## src/design/pmic_pin_pkg.sv

```systemverilog
package pmic_pin_pkg;

  // Pin and regulator counts
  localparam int unsigned PIN_COUNT = 4;
  localparam int unsigned BUCK_COUNT = 4;
  localparam int unsigned LDO_COUNT = 5;
  localparam int unsigned FUNC_W = 4;
  localparam int unsigned SLOT_W = 4;

  // Register offsets
  localparam logic [7:0] BUCK1_CONTROL_ADDR = 8'h2C;
  localparam logic [7:0] BUCK2_CONTROL_ADDR = 8'h2E;
  localparam logic [7:0] BUCK3_CONTROL_ADDR = 8'h30;
  localparam logic [7:0] BUCK4_CONTROL_ADDR = 8'h32;
  localparam logic [7:0] LINEAR_REG_ENABLE_ADDR = 8'h44;
  localparam logic [7:0] PIN_DIRECTION_ADDR = 8'h90;
  localparam logic [7:0] PIN_OUTPUT_ADDR = 8'h91;
  localparam logic [7:0] EDGE_SELECT_ADDR = 8'h92;
  localparam logic [7:0] PIN_EVENT_ADDR = 8'h93;
  localparam logic [7:0] PIN_LEVEL_ADDR = 8'h94;
  localparam logic [7:0] LED_CONTROL_ADDR = 8'h95;
  localparam logic [7:0] SLEEP_SLOT_LO_ADDR = 8'h96;
  localparam logic [7:0] SLEEP_SLOT_HI_ADDR = 8'h97;

  // Field positions
  localparam int unsigned BUCK_EN_BIT = 0;
  localparam int unsigned LED_MODE_LSB = 0;
  localparam int unsigned LED_PAT_LSB = 2;
  localparam int unsigned LED_PIN_COUNT = 2;

  // Timing
  localparam longint unsigned CLK_HZ = 100000000;
  localparam longint unsigned HOLD_WINDOW_MS = 500;
  localparam int unsigned HOLD_WINDOW_CYCLES = int'(CLK_HZ / 1000 * HOLD_WINDOW_MS);
  localparam longint unsigned SLOW_CLK_HZ = 32768;
  localparam int unsigned SLOW_HALF_CYCLES = int'(CLK_HZ / (2 * SLOW_CLK_HZ));
  localparam int unsigned BLINK_W = 15;
  localparam int unsigned BLINK_SLOW_BIT = 14;
  localparam int unsigned BLINK_FAST_BIT = 12;

  // Pin functions chosen by one-time-programmable code
  typedef enum logic [3:0] {
    FN_GPIO = 4'h0,
    FN_POWER_OFF = 4'h1,
    FN_KEY_MON = 4'h2,
    FN_POWER_GOOD = 4'h3,
    FN_ALWAYS_ON = 4'h4,
    FN_LED = 4'h5,
    FN_HOLD = 4'h6,
    FN_EXT_ON = 4'h7,
    FN_CLK_OUT = 4'h8,
    FN_HARD_RESET = 4'h9
  } pin_func_t;

  typedef enum logic [1:0] {
    SEQ_POWER_ON = 2'h0,
    SEQ_POWER_OFF = 2'h1,
    SEQ_SLEEP_ENTRY = 2'h2,
    SEQ_SLEEP_EXIT = 2'h3
  } seq_kind_t;

  localparam logic [1:0] EDGE_LEVEL = 2'h0;
  localparam logic [1:0] EDGE_RISE = 2'h1;
  localparam logic [1:0] EDGE_FALL = 2'h2;
  localparam logic [1:0] EDGE_BOTH = 2'h3;

  localparam logic [1:0] LED_PAT_OFF = 2'h0;
  localparam logic [1:0] LED_PAT_ON = 2'h1;
  localparam logic [1:0] LED_PAT_SLOW = 2'h2;
  localparam logic [1:0] LED_PAT_FAST = 2'h3;

  typedef enum logic [1:0] {
    HOLD_IDLE = 2'b00,
    HOLD_WINDOW = 2'b01,
    HOLD_LATCHED = 2'b10
  } hold_state_t;

endpackage

```

## src/design/pin_sync.sv

```systemverilog
// Two-flop synchroniser, one chain per bit
module pin_sync #(
  parameter int unsigned WIDTH = 6
) (
  input wire logic core_clk,
  input wire logic reset_n,
  input wire logic [WIDTH-1:0] async_in,
  output logic [WIDTH-1:0] sync_out
);

  typedef struct packed {
    logic [WIDTH-1:0] first;
    logic [WIDTH-1:0] second;
  } sync_state_t;

  sync_state_t st;
  sync_state_t next_st;

  // First stage is read only by the second stage
  always_comb begin
    next_st = st;
    for (int i = 0; i < WIDTH; i++) begin
      next_st.first[i] = async_in[i];
      next_st.second[i] = st.first[i];
    end
  end

  always_ff @(posedge core_clk or negedge reset_n) begin
    if (!reset_n) begin
      st <= '0;
    end else begin
      st <= next_st;
    end
  end

  assign sync_out = st.second;

endmodule // pin_sync

```

## src/design/pmic_pin_function_control.sv

```systemverilog
//Contract
// - Normal or parts mode fixed by OTP
// - Each pin function chosen by OTP
// - Normal: sleep and key pins fixed
// - Parts: pins switch bucks, pin3 adds LDO3
// - Parts: sleep LDO1+4, key LDO2+5
// - Enable bit zero forces regulator off
// - LDO1-5 enables at 44h bits 4:0
// - Buck enables bit 0 of 2C-32h
// - OTP polarity inversion on input functions
// - GPIO direction from software register
// - GPIO output push-pull or open-drain by OTP
// - GPIO interrupts edge or level selectable
// - Key monitor pulls low while key pressed
// - Power-good changes at programmed sequence slot
// - LED power-state mode follows power (pins 0-1 only)
// - LED register mode follows pattern field while powered (pins 0-1 only)
// - Hold within 500ms keeps power on
// - Hold deassert while on requests off
// - External power-on pin requests power on
// - Hard reset pin requests off then on
// - Clock-out pin forwards 32 kHz clock
module pmic_pin_function_control
  import pmic_pin_pkg::*;
#(
  parameter int unsigned HOLD_CYCLES = HOLD_WINDOW_CYCLES
) (
  input wire logic core_clk,
  input wire logic reset_n,
  input wire logic otp_parts_mode,
  input wire logic [PIN_COUNT*FUNC_W-1:0] otp_pin_function,
  input wire logic [PIN_COUNT-1:0] otp_input_invert,
  input wire logic [PIN_COUNT-1:0] otp_open_drain,
  input wire logic [PIN_COUNT*SLOT_W-1:0] otp_power_good_slot,
  input wire logic [BUCK_COUNT-1:0] otp_buck_default,
  input wire logic [LDO_COUNT-1:0] otp_ldo_default,
  input wire logic [PIN_COUNT-1:0] multipurpose_pins_in,
  output logic [PIN_COUNT-1:0] multipurpose_pins_out,
  output logic [PIN_COUNT-1:0] multipurpose_pins_oe,
  input wire logic sleep_pin_in,
  input wire logic power_key_in,
  input wire logic reg_wr,
  input wire logic reg_rd,
  input wire logic [7:0] reg_addr,
  input wire logic [7:0] reg_wdata,
  output logic [7:0] reg_rdata,
  input wire logic powered_on,
  input wire logic cpu_reset_active,
  input wire logic seq_step,
  input wire logic [1:0] seq_kind,
  input wire logic [SLOT_W-1:0] seq_slot,
  output logic [BUCK_COUNT-1:0] buck_enable,
  output logic [LDO_COUNT-1:0] linear_reg_enable_out,
  output logic sleep_req,
  output logic power_key_pressed,
  output logic power_off_req,
  output logic ext_power_on_req,
  output logic hard_reset_req,
  output logic power_hold_active,
  output logic always_on_regulator2_route,
  output logic [PIN_COUNT-1:0] pin_event_flags
);

  localparam int unsigned HOLD_CNT_W = $clog2(HOLD_CYCLES + 1);
  localparam int unsigned SLOW_DIV_W = $clog2(SLOW_HALF_CYCLES + 1);
  localparam logic [HOLD_CNT_W-1:0] HOLD_LAST = HOLD_CNT_W'(HOLD_CYCLES - 1);
  localparam logic [SLOW_DIV_W-1:0] SLOW_LAST = SLOW_DIV_W'(SLOW_HALF_CYCLES - 1);

  typedef struct packed {
    logic loaded;
    logic [BUCK_COUNT-1:0] buck_en;
    logic [LDO_COUNT-1:0] linear_reg_enable_bit;
    logic [PIN_COUNT-1:0] dir;
    logic [PIN_COUNT-1:0] gp_out;
    logic [2*PIN_COUNT-1:0] edge_sel;
    logic [PIN_COUNT-1:0] events;
    logic [5:0] led_ctl;
    logic [PIN_COUNT*SLOT_W-1:0] sleep_slot;
    logic [PIN_COUNT-1:0] pg;
    logic [PIN_COUNT-1:0] prev_level;
    logic prev_hold;
    logic prev_reset;
    hold_state_t hold;
    logic [HOLD_CNT_W-1:0] hold_cnt;
    logic [SLOW_DIV_W-1:0] slow_div;
    logic slow_clk;
    logic [BLINK_W-1:0] blink;
    logic [PIN_COUNT-1:0] pin_out;
    logic [PIN_COUNT-1:0] pin_oe;
    logic [BUCK_COUNT-1:0] buck_out;
    logic [LDO_COUNT-1:0] ldo_out;
    logic power_off;
    logic ext_on;
    logic hard_reset;
    logic [7:0] rdata;
  } ctl_state_t;

  ctl_state_t st;
  ctl_state_t next_st;

  logic [PIN_COUNT+1:0] sync_all;
  logic [PIN_COUNT-1:0] raw_pin;
  logic [PIN_COUNT-1:0] level;
  logic sync_sleep;
  logic sync_key;
  pin_func_t fn [PIN_COUNT];

  // Pins, sleep and key pass two flops before any use
  pin_sync #(
    .WIDTH(PIN_COUNT + 2)
  ) u_sync (
    .core_clk(core_clk),
    .reset_n(reset_n),
    .async_in({power_key_in, sleep_pin_in, multipurpose_pins_in}),
    .sync_out(sync_all)
  );

  assign raw_pin = sync_all[PIN_COUNT-1:0];
  assign sync_sleep = sync_all[PIN_COUNT];
  assign sync_key = sync_all[PIN_COUNT+1];

  // Per-pin function decode and input polarity
  genvar gi;
  generate
    for (gi = 0; gi < PIN_COUNT; gi++) begin : g_pin
      assign fn[gi] = pin_func_t'(otp_pin_function[gi*FUNC_W +: FUNC_W]);
      assign level[gi] = raw_pin[gi] ^ otp_input_invert[gi];
    end
  endgenerate

  // Push-pull drives the value; open-drain only pulls low
  function automatic logic [1:0] drive_level(input logic v, input logic od);
    drive_level = od ? {1'b0, ~v} : {v, 1'b1};
  endfunction

  always_comb begin
    logic hold_in;
    logic off_level;
    logic ext_level;
    logic hard_reset_in_rise;
    logic hold_fall;
    logic reset_release;
    logic lit;
    logic [1:0] drv;
    logic [1:0] pat;
    hold_in = 1'b0;
    off_level = 1'b0;
    ext_level = 1'b0;
    hard_reset_in_rise = 1'b0;
    lit = 1'b0;
    drv = 2'b00;
    pat = LED_PAT_OFF;
    hold_fall = 1'b0;
    reset_release = 1'b0;
    next_st = st;

    // OTP defaults are taken once after reset release
    if (!st.loaded) begin
      next_st.loaded = 1'b1;
      next_st.buck_en = otp_buck_default;
      next_st.linear_reg_enable_bit = otp_ldo_default;
    end

    // Input functions, only meaningful in normal mode
    for (int i = 0; i < PIN_COUNT; i++) begin
      if (!otp_parts_mode) begin
        if (fn[i] == FN_HOLD) hold_in = hold_in | level[i];
        if (fn[i] == FN_POWER_OFF) off_level = off_level | level[i];
        if (fn[i] == FN_EXT_ON) ext_level = ext_level | level[i];
        if (fn[i] == FN_HARD_RESET && level[i] && !st.prev_level[i]) begin
          hard_reset_in_rise = 1'b1;
        end
      end
    end
    next_st.prev_level = level;
    next_st.prev_hold = hold_in;
    next_st.prev_reset = cpu_reset_active;
    reset_release = st.prev_reset && !cpu_reset_active;
    hold_fall = st.prev_hold && !hold_in && powered_on;

    // Hold window after the CPU reset releases
    case (st.hold)
      HOLD_IDLE: begin
        if (reset_release && powered_on) begin
          next_st.hold = HOLD_WINDOW;
          next_st.hold_cnt = '0;
        end
      end
      HOLD_WINDOW: begin
        if (!powered_on) begin
          next_st.hold = HOLD_IDLE;
        end else if (hold_in) begin
          next_st.hold = HOLD_LATCHED;
        end else if (st.hold_cnt == HOLD_LAST) begin
          next_st.hold = HOLD_IDLE;
        end else begin
          next_st.hold_cnt = st.hold_cnt + 1'b1;
        end
      end
      HOLD_LATCHED: begin
        if (!powered_on) next_st.hold = HOLD_IDLE;
      end
      default: next_st.hold = HOLD_IDLE;
    endcase

    next_st.power_off = off_level | hold_fall;
    next_st.ext_on = ext_level;
    next_st.hard_reset = hard_reset_in_rise;

    // Slow clock divider and blink timebase
    if (st.slow_div == SLOW_LAST) begin
      next_st.slow_div = '0;
      next_st.slow_clk = ~st.slow_clk;
      if (!st.slow_clk) next_st.blink = st.blink + 1'b1;
    end else begin
      next_st.slow_div = st.slow_div + 1'b1;
    end

    // Power-good slots; a step in parts mode is ignored
    if (seq_step && !otp_parts_mode) begin
      for (int i = 0; i < PIN_COUNT; i++) begin
        if (fn[i] == FN_POWER_GOOD) begin
          case (seq_kind)
            SEQ_POWER_ON: begin
              if (seq_slot == otp_power_good_slot[i*SLOT_W +: SLOT_W]) next_st.pg[i] = 1'b1;
            end
            SEQ_POWER_OFF: begin
              if (seq_slot == otp_power_good_slot[i*SLOT_W +: SLOT_W]) next_st.pg[i] = 1'b0;
            end
            SEQ_SLEEP_ENTRY: begin
              if (seq_slot == st.sleep_slot[i*SLOT_W +: SLOT_W]) next_st.pg[i] = 1'b0;
            end
            SEQ_SLEEP_EXIT: begin
              if (seq_slot == st.sleep_slot[i*SLOT_W +: SLOT_W]) next_st.pg[i] = 1'b1;
            end
            default: ;
          endcase
        end
      end
    end

    // Register writes; events clear first so a new event wins
    if (reg_wr) begin
      case (reg_addr)
        BUCK1_CONTROL_ADDR: next_st.buck_en[0] = reg_wdata[BUCK_EN_BIT];
        BUCK2_CONTROL_ADDR: next_st.buck_en[1] = reg_wdata[BUCK_EN_BIT];
        BUCK3_CONTROL_ADDR: next_st.buck_en[2] = reg_wdata[BUCK_EN_BIT];
        BUCK4_CONTROL_ADDR: next_st.buck_en[3] = reg_wdata[BUCK_EN_BIT];
        LINEAR_REG_ENABLE_ADDR: next_st.linear_reg_enable_bit = reg_wdata[LDO_COUNT-1:0];
        PIN_DIRECTION_ADDR: next_st.dir = reg_wdata[PIN_COUNT-1:0];
        PIN_OUTPUT_ADDR: next_st.gp_out = reg_wdata[PIN_COUNT-1:0];
        EDGE_SELECT_ADDR: next_st.edge_sel = reg_wdata;
        PIN_EVENT_ADDR: next_st.events = st.events & ~reg_wdata[PIN_COUNT-1:0];
        LED_CONTROL_ADDR: next_st.led_ctl = reg_wdata[5:0];
        SLEEP_SLOT_LO_ADDR: next_st.sleep_slot[7:0] = reg_wdata;
        SLEEP_SLOT_HI_ADDR: next_st.sleep_slot[15:8] = reg_wdata;
        default: ;
      endcase
    end

    // GPIO input events by per-pin edge or level select
    for (int i = 0; i < PIN_COUNT; i++) begin
      if (!otp_parts_mode && fn[i] == FN_GPIO && !st.dir[i]) begin
        case (st.edge_sel[2*i +: 2])
          EDGE_LEVEL: if (level[i]) next_st.events[i] = 1'b1;
          EDGE_RISE: if (level[i] && !st.prev_level[i]) next_st.events[i] = 1'b1;
          EDGE_FALL: if (!level[i] && st.prev_level[i]) next_st.events[i] = 1'b1;
          default: if (level[i] != st.prev_level[i]) next_st.events[i] = 1'b1;
        endcase
      end
    end

    // Regulator enables: register bit gates any pin control
    next_st.buck_out = st.buck_en;
    next_st.ldo_out = st.linear_reg_enable_bit;
    if (otp_parts_mode) begin
      for (int b = 0; b < BUCK_COUNT; b++) begin
        next_st.buck_out[b] = st.buck_en[b] & raw_pin[b];
      end
      next_st.ldo_out[2] = st.linear_reg_enable_bit[2] & raw_pin[3];
      next_st.ldo_out[0] = st.linear_reg_enable_bit[0] & sync_sleep;
      next_st.ldo_out[3] = st.linear_reg_enable_bit[3] & sync_sleep;
      next_st.ldo_out[1] = st.linear_reg_enable_bit[1] & sync_key;
      next_st.ldo_out[4] = st.linear_reg_enable_bit[4] & sync_key;
    end

    // Pin drivers; every pin is an input in parts mode
    for (int i = 0; i < PIN_COUNT; i++) begin
      drv = 2'b00;
      if (!otp_parts_mode) begin
        case (fn[i])
          FN_GPIO: begin
            if (st.dir[i]) drv = drive_level(st.gp_out[i], otp_open_drain[i]);
          end
          FN_KEY_MON: drv = {1'b0, sync_key};
          FN_POWER_GOOD: drv = drive_level(st.pg[i], otp_open_drain[i]);
          FN_LED: begin
            if (i < LED_PIN_COUNT) begin
              pat = st.led_ctl[LED_PAT_LSB + 2*i +: 2];
              if (!st.led_ctl[LED_MODE_LSB + i]) begin
                lit = powered_on;
              end else begin
                case (pat)
                  LED_PAT_ON: lit = powered_on;
                  LED_PAT_SLOW: lit = powered_on & st.blink[BLINK_SLOW_BIT];
                  LED_PAT_FAST: lit = powered_on & st.blink[BLINK_FAST_BIT];
                  default: lit = 1'b0;
                endcase
              end
              drv = {1'b0, lit};
            end
          end
          FN_CLK_OUT: drv = drive_level(st.slow_clk, otp_open_drain[i]);
          default: drv = 2'b00;
        endcase
      end
      next_st.pin_out[i] = drv[1];
      next_st.pin_oe[i] = drv[0];
    end

    // Read data registered on the read strobe
    if (reg_rd) begin
      next_st.rdata = '0;
      case (reg_addr)
        BUCK1_CONTROL_ADDR: next_st.rdata[BUCK_EN_BIT] = st.buck_en[0];
        BUCK2_CONTROL_ADDR: next_st.rdata[BUCK_EN_BIT] = st.buck_en[1];
        BUCK3_CONTROL_ADDR: next_st.rdata[BUCK_EN_BIT] = st.buck_en[2];
        BUCK4_CONTROL_ADDR: next_st.rdata[BUCK_EN_BIT] = st.buck_en[3];
        LINEAR_REG_ENABLE_ADDR: next_st.rdata[LDO_COUNT-1:0] = st.linear_reg_enable_bit;
        PIN_DIRECTION_ADDR: next_st.rdata[PIN_COUNT-1:0] = st.dir;
        PIN_OUTPUT_ADDR: next_st.rdata[PIN_COUNT-1:0] = st.gp_out;
        EDGE_SELECT_ADDR: next_st.rdata = st.edge_sel;
        PIN_EVENT_ADDR: next_st.rdata[PIN_COUNT-1:0] = st.events;
        PIN_LEVEL_ADDR: next_st.rdata[PIN_COUNT-1:0] = level;
        LED_CONTROL_ADDR: next_st.rdata[5:0] = st.led_ctl;
        SLEEP_SLOT_LO_ADDR: next_st.rdata = st.sleep_slot[7:0];
        SLEEP_SLOT_HI_ADDR: next_st.rdata = st.sleep_slot[15:8];
        default: next_st.rdata = '0;
      endcase
    end
  end

  always_ff @(posedge core_clk or negedge reset_n) begin
    if (!reset_n) begin
      st <= '0;
    end else begin
      st <= next_st;
    end
  end

  // Outputs from state, except sleep, key and route outputs gated by OTP
  assign multipurpose_pins_out = st.pin_out;
  assign multipurpose_pins_oe = st.pin_oe;
  assign reg_rdata = st.rdata;
  assign buck_enable = st.buck_out;
  assign linear_reg_enable_out = st.ldo_out;
  assign sleep_req = sync_sleep & ~otp_parts_mode;
  assign power_key_pressed = sync_key & ~otp_parts_mode;
  assign power_off_req = st.power_off;
  assign ext_power_on_req = st.ext_on;
  assign hard_reset_req = st.hard_reset;
  assign power_hold_active = (st.hold == HOLD_LATCHED);
  assign always_on_regulator2_route = ~otp_parts_mode & (fn[2] == FN_ALWAYS_ON);
  assign pin_event_flags = st.events;

endmodule // pmic_pin_function_control

```

## config.mk

```make
export PLATFORM = sky130hd
export DESIGN_NAME = pmic_pin_function_control
export DESIGN_NICKNAME = d
export VERILOG_FILES = /design/src/design/pmic_pin_pkg.sv /design/src/design/pin_sync.sv /design/src/design/pmic_pin_function_control.sv
export SDC_FILE = /design/constraint.sdc
export NUM_CORES = 1
export LEC_CHECK = 0
export BUFFER_PORTS_ARGS = -buffer_cell sky130_fd_sc_hd__clkbuf_2
export CAP_MARGIN = 20
export CELL_PAD_IN_SITES_DETAIL_PLACEMENT = 0
export CELL_PAD_IN_SITES_GLOBAL_PLACEMENT = 1
export CORE_MARGIN = 5
export CORE_UTILIZATION = 45
export CTS_BUF_LIST = sky130_fd_sc_hd__clkbuf_16
export DETAILED_ROUTE_END_ITERATION = 7
export PLACE_DENSITY = 0.91
export RECOVER_POWER = 25
export SETUP_SLACK_MARGIN = 0.3
export SLEW_MARGIN = 20
export SYNTH_ARGS = -nofsm -noshare
export SYNTH_HDL_FRONTEND = slang
export SYNTH_SLANG_ARGS = --single-unit
```

## constraint.sdc

```tcl
create_clock -name core_clk -period 2.8 [get_ports core_clk]
set_input_delay 0.14 -clock core_clk [delete_from_list [all_inputs] [get_ports core_clk]]
set_output_delay 0.14 -clock core_clk [all_outputs]
set_load 0.1 [all_outputs]
```

-- Yosys cells after proc, flatten, opt, wreduce, memory -nomap -nowiden
Index checks and enable logic that the tools add are counted.
- add/sub/neg operators: 3
- eq/ne operators: 99
- bitwise operators: 40
- reduce and logical (&&, ||, !) cells: 68
- mux-type cells: 135
- operator list (operator ; count):
    2-to-1 mux 26 bit ; 3
    2-to-1 mux 1 bit ; 74
    equality test 8 bit, second input constant ; 8
    case mux 26 bit (2 select lines) ; 1
    2-to-1 mux 51 bit ; 1
    2-to-1 mux 2 bit ; 24
    equality test 4 x 3 -> 1 bit, second input constant ; 11
    != test 2 bit, second input constant ; 21
    equality test 4 x 2 -> 1 bit, second input constant ; 8
    equality test 4 bit ; 8
    equality test 4 bit, second input constant ; 8
    equality test 8 x 6 -> 1 bit, second input constant ; 4
    logical AND 1 bit ; 29
    2-to-1 mux 28 bit ; 1
    case mux 3 bit (9 select lines) ; 1
    adder 26 x 1 -> 26 bit, second input constant ; 1
    equality test 26 bit, second input constant ; 1
    2-to-1 mux 8 bit ; 3
    AND reduction 6 bit ; 4
    equality test 2 bit, second input constant ; 11
    case mux 1 bit (4 select lines) ; 5
    case mux 2 bit (5 select lines) ; 2
    2-to-1 mux 9 bit ; 2
    case mux 1 bit (3 select lines) ; 6
    other kinds (29) ; 108
- input bits: 85
- output and inout port bits: 36
- logic and storage cells: 377
- register bits: 157

-- Longest topological paths before layout
- word-level depth: 16
- depth in mapped cells: 9
- gate-level depth less buffers: 8

-- Modules after synthesis
A second synthesis with hierarchy kept.
- cells, all modules: 873
- area, all modules: 8718.4 um^2
- modules (own cells, without submodules) (module ; instances ; cells each ; sequential area each (um^2) ; area each (um^2)):
    pmic_pin_function_control ; 1 ; 861 ; 3628.5 ; 8418.1
    pin_sync ; 1 ; 12 ; 300.3 ; 300.3

-- Worst setup path before layout
Ideal clock, no wire load.
- kind: input-to-output
- start: input otp_pin_function[10]
- end: output always_on_regulator2_route
- arrival: 2474 ps
- path buffers: 1
- setup slack: 186 ps
- stages: 3
- required time: 2660 ps
- cell sequence: clkbuf_1 > nand2_1 > nor3_1
- longest elaborated chain between the ends: 2
- ends and longest elaborated chain (what ; RTL line ; RTL):
    start: declaration ; pmic_pin_function_control.sv:31 ; input wire logic [PIN_COUNT*FUNC_W-1:0] otp_pin_function,
    equality test 4 x 3 -> 1 bit ; pmic_pin_function_control.sv:363 ; assign always_on_regulator2_route = ~otp_parts_mode & (fn[2] == FN_ALWAYS_ON);
    AND 1 bit ; pmic_pin_function_control.sv:363 ;
    end: declaration ; pmic_pin_function_control.sv:60 ; output logic always_on_regulator2_route,
No other way between the ends.

-- Final worst setup path
- start: register u_sync.st (netlist bit u_sync.sync_out[3])
- end: register st[55] (netlist bit)
- longest elaborated chain between the ends: 6
- ends and longest elaborated chain (what ; RTL line ; RTL):
    start: declaration ; pin_sync.sv:16 ; sync_state_t st;
    start signal: assignment ; pin_sync.sv:32 ; st <= next_st;
    XOR 1 bit ; pmic_pin_function_control.sv:127 ; assign level[gi] = raw_pin[gi] ^ otp_input_invert[gi];
    net level[3] ; pmic_pin_function_control.sv:103 ; logic [PIN_COUNT-1:0] level;
    bitwise OR 1 bit ; pmic_pin_function_control.sv:167 ; if (fn[i] == FN_HOLD) hold_in = hold_in | level[i];
    2-to-1 mux 1 bit ; pmic_pin_function_control.sv:167 ;
    2-to-1 mux 1 bit ; pmic_pin_function_control.sv:166 ; if (!otp_parts_mode) begin
    != test 2 bit (no source line) ; - ;
    AND reduction 5 bit (no source line) ; - ;
    end signal: assignment ; pmic_pin_function_control.sv:347 ; st <= next_st;
    end: declaration ; pmic_pin_function_control.sv:98 ; ctl_state_t st;
The timed path passes the listed nets, and every way through them passes these cells.
A chain may end at the register's enable or synchronous reset.

==> qor.tcl <==
set qor(period_share_pct) 80.5
set qor(die-area_um2) 22100
set qor(critPathLaunchType) {flip-flop}
set qor(hold_viol_final) 0
set qor(ir_drop_v) 0.000392
set qor(clk_transition_reported_paths_ps) 60
set qor(starting_drc_count_in_detailed_routing) 425
set qor(synth_cells) 871
set qor(leakagePower_nw) 4.59
set qor(area.growth.synth_to_final_pct) 16.0
set qor(cap_violations) 0
set qor(drtAntennaViolNets) 0
set qor(result_of_the_run) {finished, final reports clean}
set qor(switchingPower_mw) 1.72
set qor(dr.pass1.iters) 5
set qor(core_area_um2) 18800
set qor(swShare_pct) 29.8
set qor(largest_net_degree_at_the_start_of_global_routing) 80
set qor(ys_seq_area_share_pct) 45.4
set qor(power_frac_comb_pct) 15.9
set qor(global_route.overflow_total) 0
set qor(insertion_delay_ps) 430
set qor(cts_max_path_buffers) 2
set qor(drt-vias-per-instance) 5.50
set qor(routed-via-count) 6837
set qor(critPathKind) {flip-flop to flip-flop}
set qor(totalNegativeSetupSlack_ps) 0
set qor(clockRootBuffer) {sky130_fd_sc_hd__clkbuf_16}
set qor(seqCellArea_um2) 3930
set qor(min_period_ps) 2260
set qor(postSynthNetCount) 972
set qor(place_hpwl_um) 16800
set qor(finish.utilization_pct) 53.3
set qor(synth.cell_area_um2) 8650
set qor(nFillCells) 1662
set qor(fin_nets) 1070
set qor(overall_routing_resource_usage_pct) 20.8
set qor(multi_input_comb_area_um2) 4210
set qor(drv_slew) 0
set qor(dr_wl_cell_um) 18.4
set qor(critical_path_sink_type) {flip-flop}
set qor(cts_inserted_buffers) 17
set qor(floorplan.rows) 50
set qor(final_layout_size_suffix_gt1_share_pct) 22.7
set qor(die_h_um) 149
set qor(timing_worst_slew_pin_value_ps) 1100
set qor(postSynth.asyncResetShare_pct) 100
set qor(fmax_ghz) 0.443
set qor(antenna_found_initial) 0
set qor(clockPowerShare_pct) 41.0
set qor(effective_utilization_at_floorplan_pct) 46.0
set qor(slew_hr_pct) 26.4
set qor(worst_hold_path.num_cells) 3
set qor(report.final.setup_viol) 0
set qor(rr_startpoint) {u_sync.sync_out[3]}
set qor(htree_num_levels) 4
set qor(endpoint_of_the_worst_hold_path) {st[138]}
set qor(rsz0062_at_grt) {no}
set qor(cts_resized) 0
set qor(worst-endpoint-arrival_ps) 2590
set qor(reg2reg_slack_ps) 540
set qor(worst-r2r-cell-count) 7
set qor(yosys.cell_types.count) 63
set qor(yosysWarnings) 0
set qor(ys.flop_type) {sky130_fd_sc_hd__dfrtp_1}
set qor(drcViolationCount) 0
set qor(clock_skew_ps) 12.1
set qor(route.final.wire_length_um) 22900
set qor(cell_internal_pwr_mw) 4.05
set qor(first_global_vias) 6630
set qor(timing.critical_path.fanout_max) 15
set qor(synth_edf_count) 0
set qor(n_antenna_cell) 0
set qor(powerDensity_nw_per_um2) 575
set qor(sequentialPowerShare_pct) 43.1
set qor(min-delay-start) {otp_ldo_default[3]}
set qor(io_pins) 121
set qor(grt_pass1_wl_um) 36400
set qor(numPortBuffers) 120
set qor(die-width_um) 149
set qor(hp-class) {input port to flip-flop}
set qor(worst_ep_required_time_ps) 3140
set qor(gp_congestion) 0.855
set qor(cts_tree) {built}
set qor(register_bit_count_reported_by_yosys) 157
set qor(critical_path.reg2reg.endpoint) {st[55]}
set qor(syn-mean-instance-area_um2) 9.94
set qor(clkSinkCount) 157
## sequential cells by signal (all words and copies together), names as in the netlist
name                   count
u_sync.sync_out            6
power_off_req              1
buck_enable                4
multipurpose_pins_oe       4
hard_reset_req             1
pin_event_flags            4
ext_power_on_req           1
st                       113
u_sync.next_st             6
reg_rdata                  8
linear_reg_enable_out      5
multipurpose_pins_out      4
## area by class of cell
cell class,instances,area share [%]
timing repair buffer,152,8.67
inverter,29,1.08
tap,260,3.24
clock inverter,15,1.68
sequential,157,39.1
multi-input combinational,612,42.0
clock buffer,17,4.24
## worst max path at each step
stage | start | endpoint | slack (ps) | cells past startpoint
3_5_place_dp | u_sync.sync_out[3] | st[55] | 580 | 7
2_1_floorplan | st[81] | st[82] | 770 | 3
6_report | u_sync.sync_out[3] | st[55] | 540 | 7
5_1_grt | u_sync.sync_out[3] | st[55] | 420 | 7
4_1_cts | u_sync.sync_out[3] | st[55] | 540 | 7
3_3_place_gp | u_sync.sync_out[3] | st[55] | 640 | 7
## power groups by stage
stage | logic (mW) | registers [mW] | clock network [mW]
floorplan | 0.689 | 2.49 | 0
global placement | 0.899 | 2.52 | 0
detailed placement | 0.910 | 2.52 | 0
CTS | 0.934 | 2.48 | 2.39
global route | 0.987 | 2.50 | 2.50
finish | 0.920 | 2.49 | 2.36
## synthesized netlist by cell type (3+ instances only)
cell / instances / area (um2)
sky130_fd_sc_hd__nor3b_1: 5 / 37.5
sky130_fd_sc_hd__ha_1: 16 / 200
sky130_fd_sc_hd__nor2b_1: 17 / 106
sky130_fd_sc_hd__nor4b_1: 3 / 26.3
sky130_fd_sc_hd__nor2_1: 77 / 289
sky130_fd_sc_hd__mux2i_1: 23 / 230
sky130_fd_sc_hd__and3_1: 12 / 75.1
sky130_fd_sc_hd__o21bai_1: 4 / 30.0
sky130_fd_sc_hd__mux4_2: 5 / 113
sky130_fd_sc_hd__a211oi_1: 6 / 45.0
sky130_fd_sc_hd__a32o_1: 4 / 40.0
sky130_fd_sc_hd__a21oi_1: 42 / 210
sky130_fd_sc_hd__a41oi_1: 8 / 70.1
sky130_fd_sc_hd__nor4_1: 18 / 113
sky130_fd_sc_hd__or2_2: 4 / 25.0
sky130_fd_sc_hd__a22oi_1: 5 / 37.5
sky130_fd_sc_hd__xnor2_1: 49 / 429
sky130_fd_sc_hd__nand4b_1: 6 / 52.6
sky130_fd_sc_hd__buf_2: 6 / 30.0
sky130_fd_sc_hd__dfrtp_1: 157 / 3930
sky130_fd_sc_hd__clkbuf_1: 31 / 116
sky130_fd_sc_hd__a22o_1: 5 / 43.8
sky130_fd_sc_hd__nand3b_1: 5 / 37.5
sky130_fd_sc_hd__nand3_1: 32 / 160
sky130_fd_sc_hd__and4_1: 5 / 43.8
sky130_fd_sc_hd__inv_1: 29 / 109
sky130_fd_sc_hd__nand2_1: 57 / 214
sky130_fd_sc_hd__and2_1: 11 / 68.8
sky130_fd_sc_hd__a21boi_0: 3 / 22.5
sky130_fd_sc_hd__nor3_1: 18 / 90.1
sky130_fd_sc_hd__a31oi_1: 7 / 43.8
sky130_fd_sc_hd__buf_1: 4 / 15.0
sky130_fd_sc_hd__or3_1: 4 / 25.0
sky130_fd_sc_hd__a32oi_1: 3 / 26.3
sky130_fd_sc_hd__nand4_1: 29 / 181
sky130_fd_sc_hd__o21ai_0: 27 / 135
sky130_fd_sc_hd__nand2b_1: 10 / 62.6
sky130_fd_sc_hd__xor2_1: 21 / 184
sky130_fd_sc_hd__buf_4: 30 / 225
sky130_fd_sc_hd__mux2_2: 44 / 495
## cells in the final DEF, fill, tap and decap left out, types with 6 or more instances in the layout
cell type | synthesis | layout
sky130_fd_sc_hd__dfrtp_1 | 157 | 157
sky130_fd_sc_hd__nor4_1 | 18 | 18
sky130_fd_sc_hd__inv_1 | 29 | 30
sky130_fd_sc_hd__nor3_1 | 18 | 17
sky130_fd_sc_hd__a31oi_1 | 7 | 7
sky130_fd_sc_hd__a211oi_1 | 6 | 6
sky130_fd_sc_hd__nand4b_1 | 6 | 6
sky130_fd_sc_hd__nand2b_1 | 10 | 10
sky130_fd_sc_hd__buf_4 | 30 | 11
sky130_fd_sc_hd__and2_1 | 11 | 7
sky130_fd_sc_hd__dlygate4sd3_1 | 0 | 16
sky130_fd_sc_hd__ha_1 | 16 | 16
sky130_fd_sc_hd__and3_1 | 12 | 12
sky130_fd_sc_hd__o21ai_0 | 27 | 27
sky130_fd_sc_hd__xnor2_1 | 49 | 49
sky130_fd_sc_hd__nor2b_1 | 17 | 17
sky130_fd_sc_hd__clkbuf_2 | 0 | 118
sky130_fd_sc_hd__nand2_1 | 57 | 57
sky130_fd_sc_hd__a21oi_1 | 42 | 42
sky130_fd_sc_hd__nand4_1 | 29 | 29
sky130_fd_sc_hd__mux2i_1 | 23 | 23
sky130_fd_sc_hd__a41oi_1 | 8 | 8
sky130_fd_sc_hd__nor2_1 | 77 | 77
sky130_fd_sc_hd__mux2_2 | 44 | 44
sky130_fd_sc_hd__clkbuf_16 | 0 | 17
sky130_fd_sc_hd__xor2_1 | 21 | 21
sky130_fd_sc_hd__nand3_1 | 32 | 32
## worst max-delay path, stage by stage (launching register included)
cell                       delay (ps)
sky130_fd_sc_hd__dfrtp_1          380
sky130_fd_sc_hd__xor2_1           350
sky130_fd_sc_hd__nand4b_1         190
sky130_fd_sc_hd__a21oi_2          470
sky130_fd_sc_hd__nor4_2           110
sky130_fd_sc_hd__buf_4            210
sky130_fd_sc_hd__or2_2            290
sky130_fd_sc_hd__o21ai_0          160
## metrics by stage
stage               cells  setup WS (ps)  hold WS (ps)  power [mW]  area (um2)
finish               1242            545          20.1        5.77       10000
global placement     1194            641           100        3.42        9320
detailed placement   1194            578          99.1        3.43        9320
CTS                  1242            538          3.89        5.81       10100
global route         1242            420          37.6        5.98       10000
floorplan             871            768          -156        3.18        8660
## cell families (layout without fill, tap and decap cells)
logic type	after synthesis	after routing	share of synthesized area, %
xor+xnor	70	70	7.08
flops	157	157	45.4
mux	72	72	9.69
fa+ha+maj	16	16	2.31
compound gates	129	129	9.59
other cells	1	1	0.0433
buf+inv	102	213	5.99
simple gates	324	324	19.9
## metal layers
layer	share of wire [%]	up-vias	track usage [%]
li1	-	3270	-
met1	46	3361	29.8
met5	0	-	0
met2	48	189	33.0
met3	5.2	17	4.14
met4	1.1	0	4.53
## repair_timing
item,in CTS,in global routing
hold buffers,16,0
endpoints found under the hold margin,61,0
buffers inserted,0,0
Note: power is estimated with default switching activity, not from simulation.
